File: src/bridge_pkg.sv
// Shared constants, types and states of the byte-to-word bus adapter.
package bridge_pkg;

  // ---------------------------------------------------------------
  // Widths and depths
  // ---------------------------------------------------------------
  localparam int BYTE_W    = 8;
  localparam int WORD_W    = 16;
  localparam int BUF_DEPTH = 2;

  // ---------------------------------------------------------------
  // Byte select encodings and reset values
  // ---------------------------------------------------------------
  // The upper byte is the latched one; it moves first except in slave reads, which take the lower byte first.
  localparam logic SEL_UPPER = 1'b1;
  localparam logic SEL_LOWER = 1'b0;
  localparam logic [7:0]  BYTE_RST = 8'h00;
  localparam logic [15:0] WORD_RST = 16'h0000;

  // ---------------------------------------------------------------
  // Carrier types
  // ---------------------------------------------------------------
  typedef struct packed {
    logic [BYTE_W-1:0] upper;
    logic [BYTE_W-1:0] lower;
  } word_s;

  typedef struct packed {
    logic rd;
    logic byte_sel;
    logic oe;
  } narrow_ctl_s;

  // ---------------------------------------------------------------
  // Sequencer states
  // ---------------------------------------------------------------
  typedef enum logic [3:0] {
    idle_state,
    M_FIRST,
    M_GAP,
    M_SECOND,
    M_DONE,
    S_PTR,
    S_WUP,
    S_WLO,
    S_RLO,
    S_RWAIT,
    S_RUP
  } seq_state_e;

endpackage : bridge_pkg

File: src/byte_latch.sv
// Upper data byte latch with load enable.
module byte_latch (
  // Clock and reset
  input  wire logic                          mclk_in,
  input  wire logic                          nrst_in,
  // Load port
  input  wire logic                          load_in,
  input  wire logic [bridge_pkg::BYTE_W-1:0] data_in,
  // Held byte
  output logic      [bridge_pkg::BYTE_W-1:0] data_out
);

  logic [bridge_pkg::BYTE_W-1:0] hold_q;

  always_ff @(posedge mclk_in or negedge nrst_in) begin
    if (!nrst_in) begin
      hold_q <= bridge_pkg::BYTE_RST;
    end else if (load_in) begin
      hold_q <= data_in;
    end
  end

  assign data_out = hold_q;

endmodule : byte_latch

File: src/word_buffer.sv
// Two-entry word buffer with valid and ready on both sides.
module word_buffer #(
  parameter int W     = bridge_pkg::WORD_W,
  parameter int DEPTH = bridge_pkg::BUF_DEPTH
) (
  // Clock and reset
  input  wire logic         mclk_in,
  input  wire logic         nrst_in,
  // Fill side
  input  wire logic         in_valid_in,
  output logic              in_ready_out,
  input  wire logic [W-1:0] in_data_in,
  // Drain side
  output logic              out_valid_out,
  input  wire logic         out_ready_in,
  output logic      [W-1:0] out_data_out
);

  localparam int PW = (DEPTH > 1) ? $clog2(DEPTH) : 1;

  logic [W-1:0] mem_q [DEPTH];
  logic [PW-1:0] wr_q;
  logic [PW-1:0] rd_q;
  logic [PW:0]   cnt_q;
  logic          push;
  logic          pop;

  assign in_ready_out  = (cnt_q != DEPTH[PW:0]);
  assign out_valid_out = (cnt_q != '0);
  assign push          = in_valid_in && in_ready_out;
  assign pop           = out_valid_out && out_ready_in;
  assign out_data_out  = mem_q[rd_q];

  // ---------------------------------------------------------------
  // Storage
  // ---------------------------------------------------------------
  always_ff @(posedge mclk_in or negedge nrst_in) begin
    if (!nrst_in) begin
      for (int i = 0; i < DEPTH; i++) begin
        mem_q[i] <= '0;
      end
    end else if (push) begin
      mem_q[wr_q] <= in_data_in;
    end
  end

  // ---------------------------------------------------------------
  // Pointers and fill count
  // ---------------------------------------------------------------
  always_ff @(posedge mclk_in or negedge nrst_in) begin
    if (!nrst_in) begin
      wr_q  <= '0;
      rd_q  <= '0;
      cnt_q <= '0;
    end else begin
      if (push) begin
        wr_q <= (wr_q == PW'(DEPTH - 1)) ? '0 : PW'(wr_q + 1'b1);
      end
      if (pop) begin
        rd_q <= (rd_q == PW'(DEPTH - 1)) ? '0 : PW'(rd_q + 1'b1);
      end
      if (push && !pop) begin
        cnt_q <= (PW+1)'(cnt_q + 1'b1);
      end else if (pop && !push) begin
        cnt_q <= (PW+1)'(cnt_q - 1'b1);
      end
    end
  end

endmodule : word_buffer

File: src/byte_to_word_bus_adapter.sv
// Sequencer joining a 16-bit bus-master display controller to an 8-bit bus.
module byte_to_word_bus_adapter (
  // Clock and reset
  input  wire logic        mclk_in,
  input  wire logic        nrst_in,
  // Arbitration: high while the controller owns the bus
  input  wire logic        master_in,
  // Display controller control
  input  wire logic        address_valid_strobe_in,
  input  wire logic        transfer_strobe_in,
  output logic             transfer_strobe_out,
  output logic             transfer_strobe_oe_out,
  input  wire logic        read_write_in,
  output logic             read_write_out,
  output logic             read_write_oe_out,
  output logic             hold_out,
  // Display controller data
  input  wire logic [15:0] ctl_data_in,
  output logic      [15:0] ctl_data_out,
  output logic             ctl_data_oe_out,
  // Narrow bus control
  input  wire logic        chip_select_in,
  input  wire logic        cmd_select_in,
  input  wire logic        rd_in,
  output logic             rd_out,
  output logic             rd_oe_out,
  input  wire logic        wr_in,
  input  wire logic        byte_select_bit_in,
  output logic             byte_select_bit_out,
  output logic             byte_select_bit_oe_out,
  input  wire logic        mem_ack_in,
  // Narrow bus data
  input  wire logic [7:0]  sys_data_in,
  output logic      [7:0]  sys_data_out,
  output logic             sys_data_oe_out
);

  // ---------------------------------------------------------------
  // Declarations
  // ---------------------------------------------------------------
  bridge_pkg::seq_state_e  state_q;
  bridge_pkg::seq_state_e  state_d;
  bridge_pkg::narrow_ctl_s narrow;
  bridge_pkg::word_s       fill_word;
  bridge_pkg::word_s       head_word;
  logic [7:0]              upper_byte;
  logic [7:0]              latch_src;
  logic                    latch_load;
  logic                    fill_valid;
  logic                    fill_ready;
  logic                    head_valid;
  logic                    head_pop;
  logic                    cpu_act;
  logic                    cpu_act_q;
  logic                    cpu_start;
  logic                    cpu_end;
  logic                    strobe_q;
  logic                    master_start;
  logic                    slave_start;
  logic [15:0]             slv_word_q;
  logic [7:0]              sys_data_q;

  function automatic logic in_master(input bridge_pkg::seq_state_e s);
    return (s == bridge_pkg::M_FIRST) || (s == bridge_pkg::M_GAP) ||
           (s == bridge_pkg::M_SECOND) || (s == bridge_pkg::M_DONE);
  endfunction : in_master

  // ---------------------------------------------------------------
  // Start and end detection
  // ---------------------------------------------------------------
  assign cpu_act   = chip_select_in && (rd_in || wr_in);
  assign cpu_start = cpu_act && !cpu_act_q;
  assign cpu_end   = !cpu_act && cpu_act_q;

  // Only a read with address strobe opens a master sequence; a write
  // with address strobe merely loads the upper address latch.
  assign master_start = master_in && address_valid_strobe_in &&
                        read_write_in && !mem_ack_in && fill_ready;
  assign slave_start  = !master_in && cpu_start && !mem_ack_in;

  always_ff @(posedge mclk_in or negedge nrst_in) begin
    if (!nrst_in) begin
      cpu_act_q <= 1'b0;
      strobe_q  <= 1'b0;
    end else begin
      cpu_act_q <= cpu_act;
      strobe_q  <= transfer_strobe_in;
    end
  end

  // ---------------------------------------------------------------
  // Sequencer
  // ---------------------------------------------------------------
  always_ff @(posedge mclk_in or negedge nrst_in) begin
    if (!nrst_in) begin
      state_q <= bridge_pkg::idle_state;
    end else begin
      state_q <= state_d;
    end
  end

  always_comb begin
    state_d = state_q;
    case (state_q)
      bridge_pkg::idle_state: begin
        if (master_start) begin
          state_d = bridge_pkg::M_FIRST;
        end else if (slave_start && wr_in && cmd_select_in) begin
          state_d = bridge_pkg::S_PTR;
        end else if (slave_start && wr_in && byte_select_bit_in == bridge_pkg::SEL_UPPER) begin
          state_d = bridge_pkg::S_WUP;
        end else if (slave_start && rd_in && !cmd_select_in &&
                     byte_select_bit_in == bridge_pkg::SEL_LOWER) begin
          state_d = bridge_pkg::S_RLO;
        end
      end
      bridge_pkg::M_FIRST: begin
        if (mem_ack_in) begin
          state_d = bridge_pkg::M_GAP;
        end
      end
      bridge_pkg::M_GAP: begin
        if (!mem_ack_in) begin
          state_d = bridge_pkg::M_SECOND;
        end
      end
      bridge_pkg::M_SECOND: begin
        if (mem_ack_in && fill_ready) begin
          state_d = bridge_pkg::M_DONE;
        end
      end
      bridge_pkg::M_DONE: begin
        if (head_pop) begin
          state_d = bridge_pkg::idle_state;
        end
      end
      bridge_pkg::S_WUP: begin
        // Arbitration is not consulted here, so no master sequence can cut in.
        if (cpu_start && wr_in && !cmd_select_in &&
            byte_select_bit_in == bridge_pkg::SEL_LOWER) begin
          state_d = bridge_pkg::S_WLO;
        end
      end
      bridge_pkg::S_PTR,
      bridge_pkg::S_WLO,
      bridge_pkg::S_RUP: begin
        if (cpu_end) begin
          state_d = bridge_pkg::idle_state;
        end
      end
      bridge_pkg::S_RLO: begin
        if (cpu_end) begin
          state_d = bridge_pkg::S_RWAIT;
        end
      end
      bridge_pkg::S_RWAIT: begin
        if (cpu_start && rd_in && byte_select_bit_in == bridge_pkg::SEL_UPPER) begin
          state_d = bridge_pkg::S_RUP;
        end
      end
      default: begin
        state_d = bridge_pkg::idle_state;
      end
    endcase
  end

  // ---------------------------------------------------------------
  // Narrow bus control
  // ---------------------------------------------------------------
  // The adapter owns byte select and read only as master; it has no
  // write strobe at all.
  always_comb begin
    narrow.oe       = master_in;
    narrow.rd       = (state_q == bridge_pkg::M_FIRST) ||
                      (state_q == bridge_pkg::M_SECOND);
    narrow.byte_sel = (state_q == bridge_pkg::M_SECOND) ?
                      bridge_pkg::SEL_LOWER : bridge_pkg::SEL_UPPER;
  end

  assign rd_out                 = narrow.rd;
  assign rd_oe_out              = narrow.oe;
  assign byte_select_bit_out    = narrow.byte_sel;
  assign byte_select_bit_oe_out = narrow.oe;

  // The controller waits until a whole word is ready for it.
  assign hold_out = in_master(state_q) &&
                    !((state_q == bridge_pkg::M_DONE) && head_valid);

  // ---------------------------------------------------------------
  // Controller strobe and direction in slave accesses
  // ---------------------------------------------------------------
  // Only the lower-byte access of a word, or a pointer write, reaches the controller.
  assign transfer_strobe_oe_out = !master_in;
  assign read_write_oe_out      = !master_in;
  assign transfer_strobe_out    = (state_q == bridge_pkg::S_PTR) ||
                                  (state_q == bridge_pkg::S_WLO) ||
                                  (state_q == bridge_pkg::S_RLO);
  assign read_write_out         = (state_q == bridge_pkg::S_RLO);

  // ---------------------------------------------------------------
  // Upper byte latch
  // ---------------------------------------------------------------
  always_comb begin
    latch_src  = sys_data_in;
    latch_load = 1'b0;
    if (state_q == bridge_pkg::M_FIRST && mem_ack_in) begin
      latch_load = 1'b1;
    end else if (state_q == bridge_pkg::S_WUP && wr_in && chip_select_in &&
                 byte_select_bit_in == bridge_pkg::SEL_UPPER) begin
      latch_load = 1'b1;
    end else if (state_q == bridge_pkg::S_RLO) begin
      latch_src  = ctl_data_in[15:8];
      latch_load = 1'b1;
    end
  end

  byte_latch u_latch (
    .mclk_in  (mclk_in),
    .nrst_in  (nrst_in),
    .load_in  (latch_load),
    .data_in  (latch_src),
    .data_out (upper_byte)
  );

  // ---------------------------------------------------------------
  // Master read word path
  // ---------------------------------------------------------------
  // The second byte goes straight from the bus into the buffer.
  assign fill_word.upper = upper_byte;
  assign fill_word.lower = sys_data_in;
  assign fill_valid      = (state_q == bridge_pkg::M_SECOND) && mem_ack_in;
  assign head_pop        = (state_q == bridge_pkg::M_DONE) && head_valid &&
                           strobe_q && !transfer_strobe_in;

  word_buffer u_buf (
    .mclk_in       (mclk_in),
    .nrst_in       (nrst_in),
    .in_valid_in   (fill_valid),
    .in_ready_out  (fill_ready),
    .in_data_in    (fill_word),
    .out_valid_out (head_valid),
    .out_ready_in  (head_pop),
    .out_data_out  (head_word)
  );

  // ---------------------------------------------------------------
  // Slave data paths
  // ---------------------------------------------------------------
  // A pointer carries only the low byte; the upper half reads as zero.
  always_ff @(posedge mclk_in or negedge nrst_in) begin
    if (!nrst_in) begin
      slv_word_q <= bridge_pkg::WORD_RST;
    end else if (wr_in && chip_select_in) begin
      slv_word_q <= cmd_select_in ? {bridge_pkg::BYTE_RST, sys_data_in} :
                                    {upper_byte, sys_data_in};
    end
  end

  always_ff @(posedge mclk_in or negedge nrst_in) begin
    if (!nrst_in) begin
      sys_data_q <= bridge_pkg::BYTE_RST;
    end else if (state_q == bridge_pkg::S_RLO) begin
      sys_data_q <= ctl_data_in[7:0];
    end else begin
      sys_data_q <= upper_byte;
    end
  end

  assign sys_data_out    = sys_data_q;
  assign sys_data_oe_out = !master_in && rd_in && chip_select_in &&
                           ((state_q == bridge_pkg::S_RLO) ||
                            (state_q == bridge_pkg::S_RUP));

  assign ctl_data_out    = in_master(state_q) ? head_word : slv_word_q;
  assign ctl_data_oe_out = ((state_q == bridge_pkg::M_DONE) && head_valid) ||
                           (state_q == bridge_pkg::S_PTR) ||
                           (state_q == bridge_pkg::S_WLO);
endmodule : byte_to_word_bus_adapter

File: config.mk
export PLATFORM = sky130hd
export DESIGN_NAME = byte_to_word_bus_adapter
export DESIGN_NICKNAME = d
export VERILOG_FILES = /design/src/bridge_pkg.sv /design/src/byte_latch.sv /design/src/word_buffer.sv /design/src/byte_to_word_bus_adapter.sv
export SDC_FILE = /design/constraint.sdc
export NUM_CORES = 1
export LEC_CHECK = 0
export ABC_CLOCK_PERIOD_IN_PS = 2700
export BUFFER_PORTS_ARGS = -buffer_cell sky130_fd_sc_hd__buf_4
export CELL_PAD_IN_SITES_DETAIL_PLACEMENT = 2
export CELL_PAD_IN_SITES_GLOBAL_PLACEMENT = 2
export CORE_ASPECT_RATIO = 1.25
export CORE_MARGIN = 5
export CORE_UTILIZATION = 27
export CTS_BUF_LIST = sky130_fd_sc_hd__clkbuf_8
export CTS_CLUSTER_SIZE = 16
export DETAILED_ROUTE_END_ITERATION = 7
export GPL_TIMING_DRIVEN = 0
export PLACE_DENSITY = 0.73
export SLEW_MARGIN = 15
export SYNTH_ARGS = -nofsm -noshare
export SYNTH_HDL_FRONTEND = slang
export SYNTH_SLANG_ARGS = --single-unit
File: constraint.sdc
create_clock -name mclk_in -period 2.7 [get_ports mclk_in]
set_input_delay 0.405 -clock mclk_in [delete_from_list [all_inputs] [get_ports mclk_in]]
set_output_delay 0.405 -clock mclk_in [all_outputs]
set_load 0.05 [all_outputs]
==> impl_metrics.toml <==
[outcome]
status = "finished, final reports clean"

[route]
antenna_left = 0
avgRoutedWirePerCell_um = 19.2
dr.pass1.iters = 4
first_iter_violations = 61
route.detailed.drc = 0
routed-via-count = 2834
vias_per_cell = 4.88
drt_wl_total_um = 11100

[synth]
ys.flop_type = "dfrtp_1"
synth-async-reset-ratio_pct = 100
netlist_area_mm2 = 0.00370
synth_edf_count = 0
ys_ff_latch = 74
ys_warn_count = 0
avgSynthCellArea_um2 = 11.4
yosysUniqueCellTypes = 50
synth_fp_nets = 362
synth_cells = 325
seq_area_frac_synth_pct = 50.1

[placement]
gp_congestion = 0.820
placed_cell_area_mm2 = 0.00443
io_buffers = 69
dp_hpwl_um = 8190

[clock_network]
htree_num_levels = 3
clkSinkCount = 74
cts_hold_buf = 0
cts_tree = "done"
clk_pin_slew_worst_paths_ns = 0.07
cts_buffer_depth = 2
numCtsBuffers = 9
clockRootBuffer = "clkbuf_8"
clock_latency_ns = 0.37

[power]
swShare_pct = 46.8
p_clk_share_pct = 16.9
leakage_nw = 2.19
internal_power_mw = 3.34
seqPwrFrac_pct = 27.7
switchingPower_mw = 2.94
finalPower_mw = 6.27
p_comb_share_pct = 55.5
peakVddDrop_mv = 0.613
powerDensity_mw_per_mm2 = 1330

[worst_setup_path]
cp.arrival_ns = 2.18
cp-end-kind = "output port"
critPathKind = "flop to output port"
cp_cell_sequence = "clkbuf_4 > nor2_1 > xnor2_1 > nor2_4 > clkbuf_4 > nor2_1 > a21oi_1 > buf_4"
required_ns = 2.30
critPathSlowestCell = "dfrtp_1"
cp_max_fo = 10
worst_setup_path_start_kind = "flop"
slowest_delay_ns = 0.41

[timing]
finalHoldViolCount = 0
tns_ns = 0
clock_skew_ns = 0.0133
slew-limit-headroom_pct = 33.7
setup_viol = 0
rsz0062_at_grt = "false"
fmax_mhz = 387
finalCriticalPeriod_ns = 2.58
tightest_slew_ns = 0.995
timing.final.crit_share_pct = 95.6
final_max_slew_viol_count = 0
hold_slack_ns = 0.159

[final_layout]
finish.utilization_pct = 35.2
nFillCells = 1439
seq_area_mm2 = 0.00185
drive_gt1_share_pct = 39.5
num_antenna_cells = 0
area_delta_synth_final_pct = 27.1
nets = 442
multi_input_area_mm2 = 0.00169
postLayoutCellArea_mm2 = 0.00470

[die]
fp.dieW_um = 115
core_mm2 = 0.0133
ios = 71
initial_core_util_pct = 27.7
placementRows = 47
die_y_um = 141
die-area_mm2 = 0.0161

[run]
drv_cap = 0

[global_routing]
grt_max_degree = 75
grt_overflow = 0
grt.total_usage_pct = 14.2
grt_antenna_before_repair = 0
grt_first_pass_wirelength_um = 17700
grt_pass1_vias = 3286

[hold_path]
worstHoldPathType = "primary input to flop"
-- stage by stage --
step / worst slack (ns) / cells
finish: 0.118 / 581
floorplan: 0.0400 / 325
detailed placement: 0.152 / 565
global route: 0.0283 / 581
CTS: 0.00433 / 581
global placement: 0.157 / 565
-- cell usage in the layout (no fill, tap or decap), drive strengths merged, types with 2 or more instances in the layout --
cell	instances
o21a	2
clkbuf	15
dfrtp	74
nor2	24
a21oi	19
o2111ai	3
a41oi	2
a2bb2oi	2
nor4	3
a31oi	2
nand2	32
inv	6
nand3	4
bufinv	3
and2	2
nor3	4
mux2	49
clkinvlp	3
xor2	3
nand2b	6
mux2i	24
buf	84
xnor2	3
o21ai	22
clkinv	2
-- worst max-delay path, delay by kind of cell (launching register included) --
family                    cells  cell delay (ns)
buffers and inverters         3             0.71
AOI/OAI and AO/OA             1             0.15
and+or+nand+nor               3             0.45
xor gates and xnor gates      1             0.11
DFF                           1             0.41
-- layer usage --
layer	track usage, %	share of wire (%)	vias up
li1	-	-	1307
met1	17.4	42	1438
met2	24.3	53	70
met3	2.91	3.6	19
met4	5.38	2.3	0
met5	0	0	-
-- power by group through the flow --
stage,registers (mW),clock network (mW),logic [mW]
finish,1.74,1.06,3.48
global route,1.80,1.13,3.71
CTS,1.74,1.09,3.49
detailed placement,1.76,0,3.45
global placement,1.72,0,3.37
floorplan,1.88,0,2.25
-- cells in the mapped netlist (2+ instances only) --
library cell | n | share of area [%]
a41oi_1 | 2 | 0.47
and2_1 | 2 | 0.34
nor2_1 | 24 | 2.4
buf_6 | 4 | 1.2
o21a_1 | 2 | 0.41
xor2_1 | 3 | 0.71
nand2b_1 | 5 | 0.85
mux2_2 | 38 | 12
nor3_4 | 2 | 0.88
xnor2_1 | 3 | 0.71
a21oi_1 | 18 | 2.4
inv_1 | 6 | 0.61
nand3_1 | 4 | 0.54
buf_2 | 8 | 1.1
a31oi_1 | 2 | 0.34
nor4_1 | 3 | 0.51
nand2_1 | 31 | 3.1
mux2_4 | 11 | 4.5
o2111ai_1 | 3 | 0.71
mux2i_1 | 24 | 6.5
buf_4 | 4 | 0.81
dfrtp_1 | 74 | 50
nor3_1 | 2 | 0.27
clkbuf_1 | 4 | 0.41
o21ai_0 | 19 | 2.6
o21ai_1 | 3 | 0.41
-- what timing repair did --
item	in CTS	in global routing
cloned	0	1
buffers inserted	1	0
resized for setup	5	4
pin swaps	1	1
endpoints found under the hold margin	0	0
setup endpoints to repair	18	13
-- cells by family after synthesis --
| family | after synthesis | share of synthesized area (%) |
|---|---|---|
| muxes | 73 | 22.5 |
| buffers and inverters | 28 | 4.33 |
| adders and majority gates | 1 | 0.338 |
| DFF | 74 | 50.1 |
| xor gates and xnor gates | 6 | 1.42 |
| AOI/OAI and AO/OA | 58 | 9.58 |
| and+or+nand+nor | 85 | 11.7 |
-- worst paths after layout --
check,endpoint,from,cells past startpoint,slack (ns)
worst max register to register,u_buf.cnt_q[1],state_q[1],8,0.41
worst max-delay path,ctl_data_out[4],state_q[1],8,0.12
max in group asynchronous,u_buf.mem_q[9],nrst_in,1,1.85
worst min-delay path,strobe_q,transfer_strobe_in,1,0.16
worst min register to register,slv_word_q[13],slv_word_q[13],2,0.49
min in group asynchronous,strobe_q,nrst_in,1,0.19
-- registers in the layout (all words and copies together) (netlist names) --
| name | flops |
|---|---|
| cpu_act_q | 1 |
| strobe_q | 1 |
| u_buf.rd_q | 1 |
| sys_data_out | 8 |
| u_latch.data_out | 8 |
| u_buf.cnt_q | 2 |
| u_buf.mem_q | 32 |
| slv_word_q | 16 |
| u_buf.wr_q | 1 |
| state_q | 4 |
-- final cells by class --
type                            count  share of cell area (%)
Inverter                            7                   0.559
Clock inverter                      7                    2.50
Buffer                             19                    3.01
Timing Repair Buffer               71                    11.3
Multi-Input combinational cell    223                    36.0
Sequential cell                    74                    39.4
Tap cell                          171                    4.55
Clock buffer                        9                    2.64
Power figures use the tool's default switching activity.
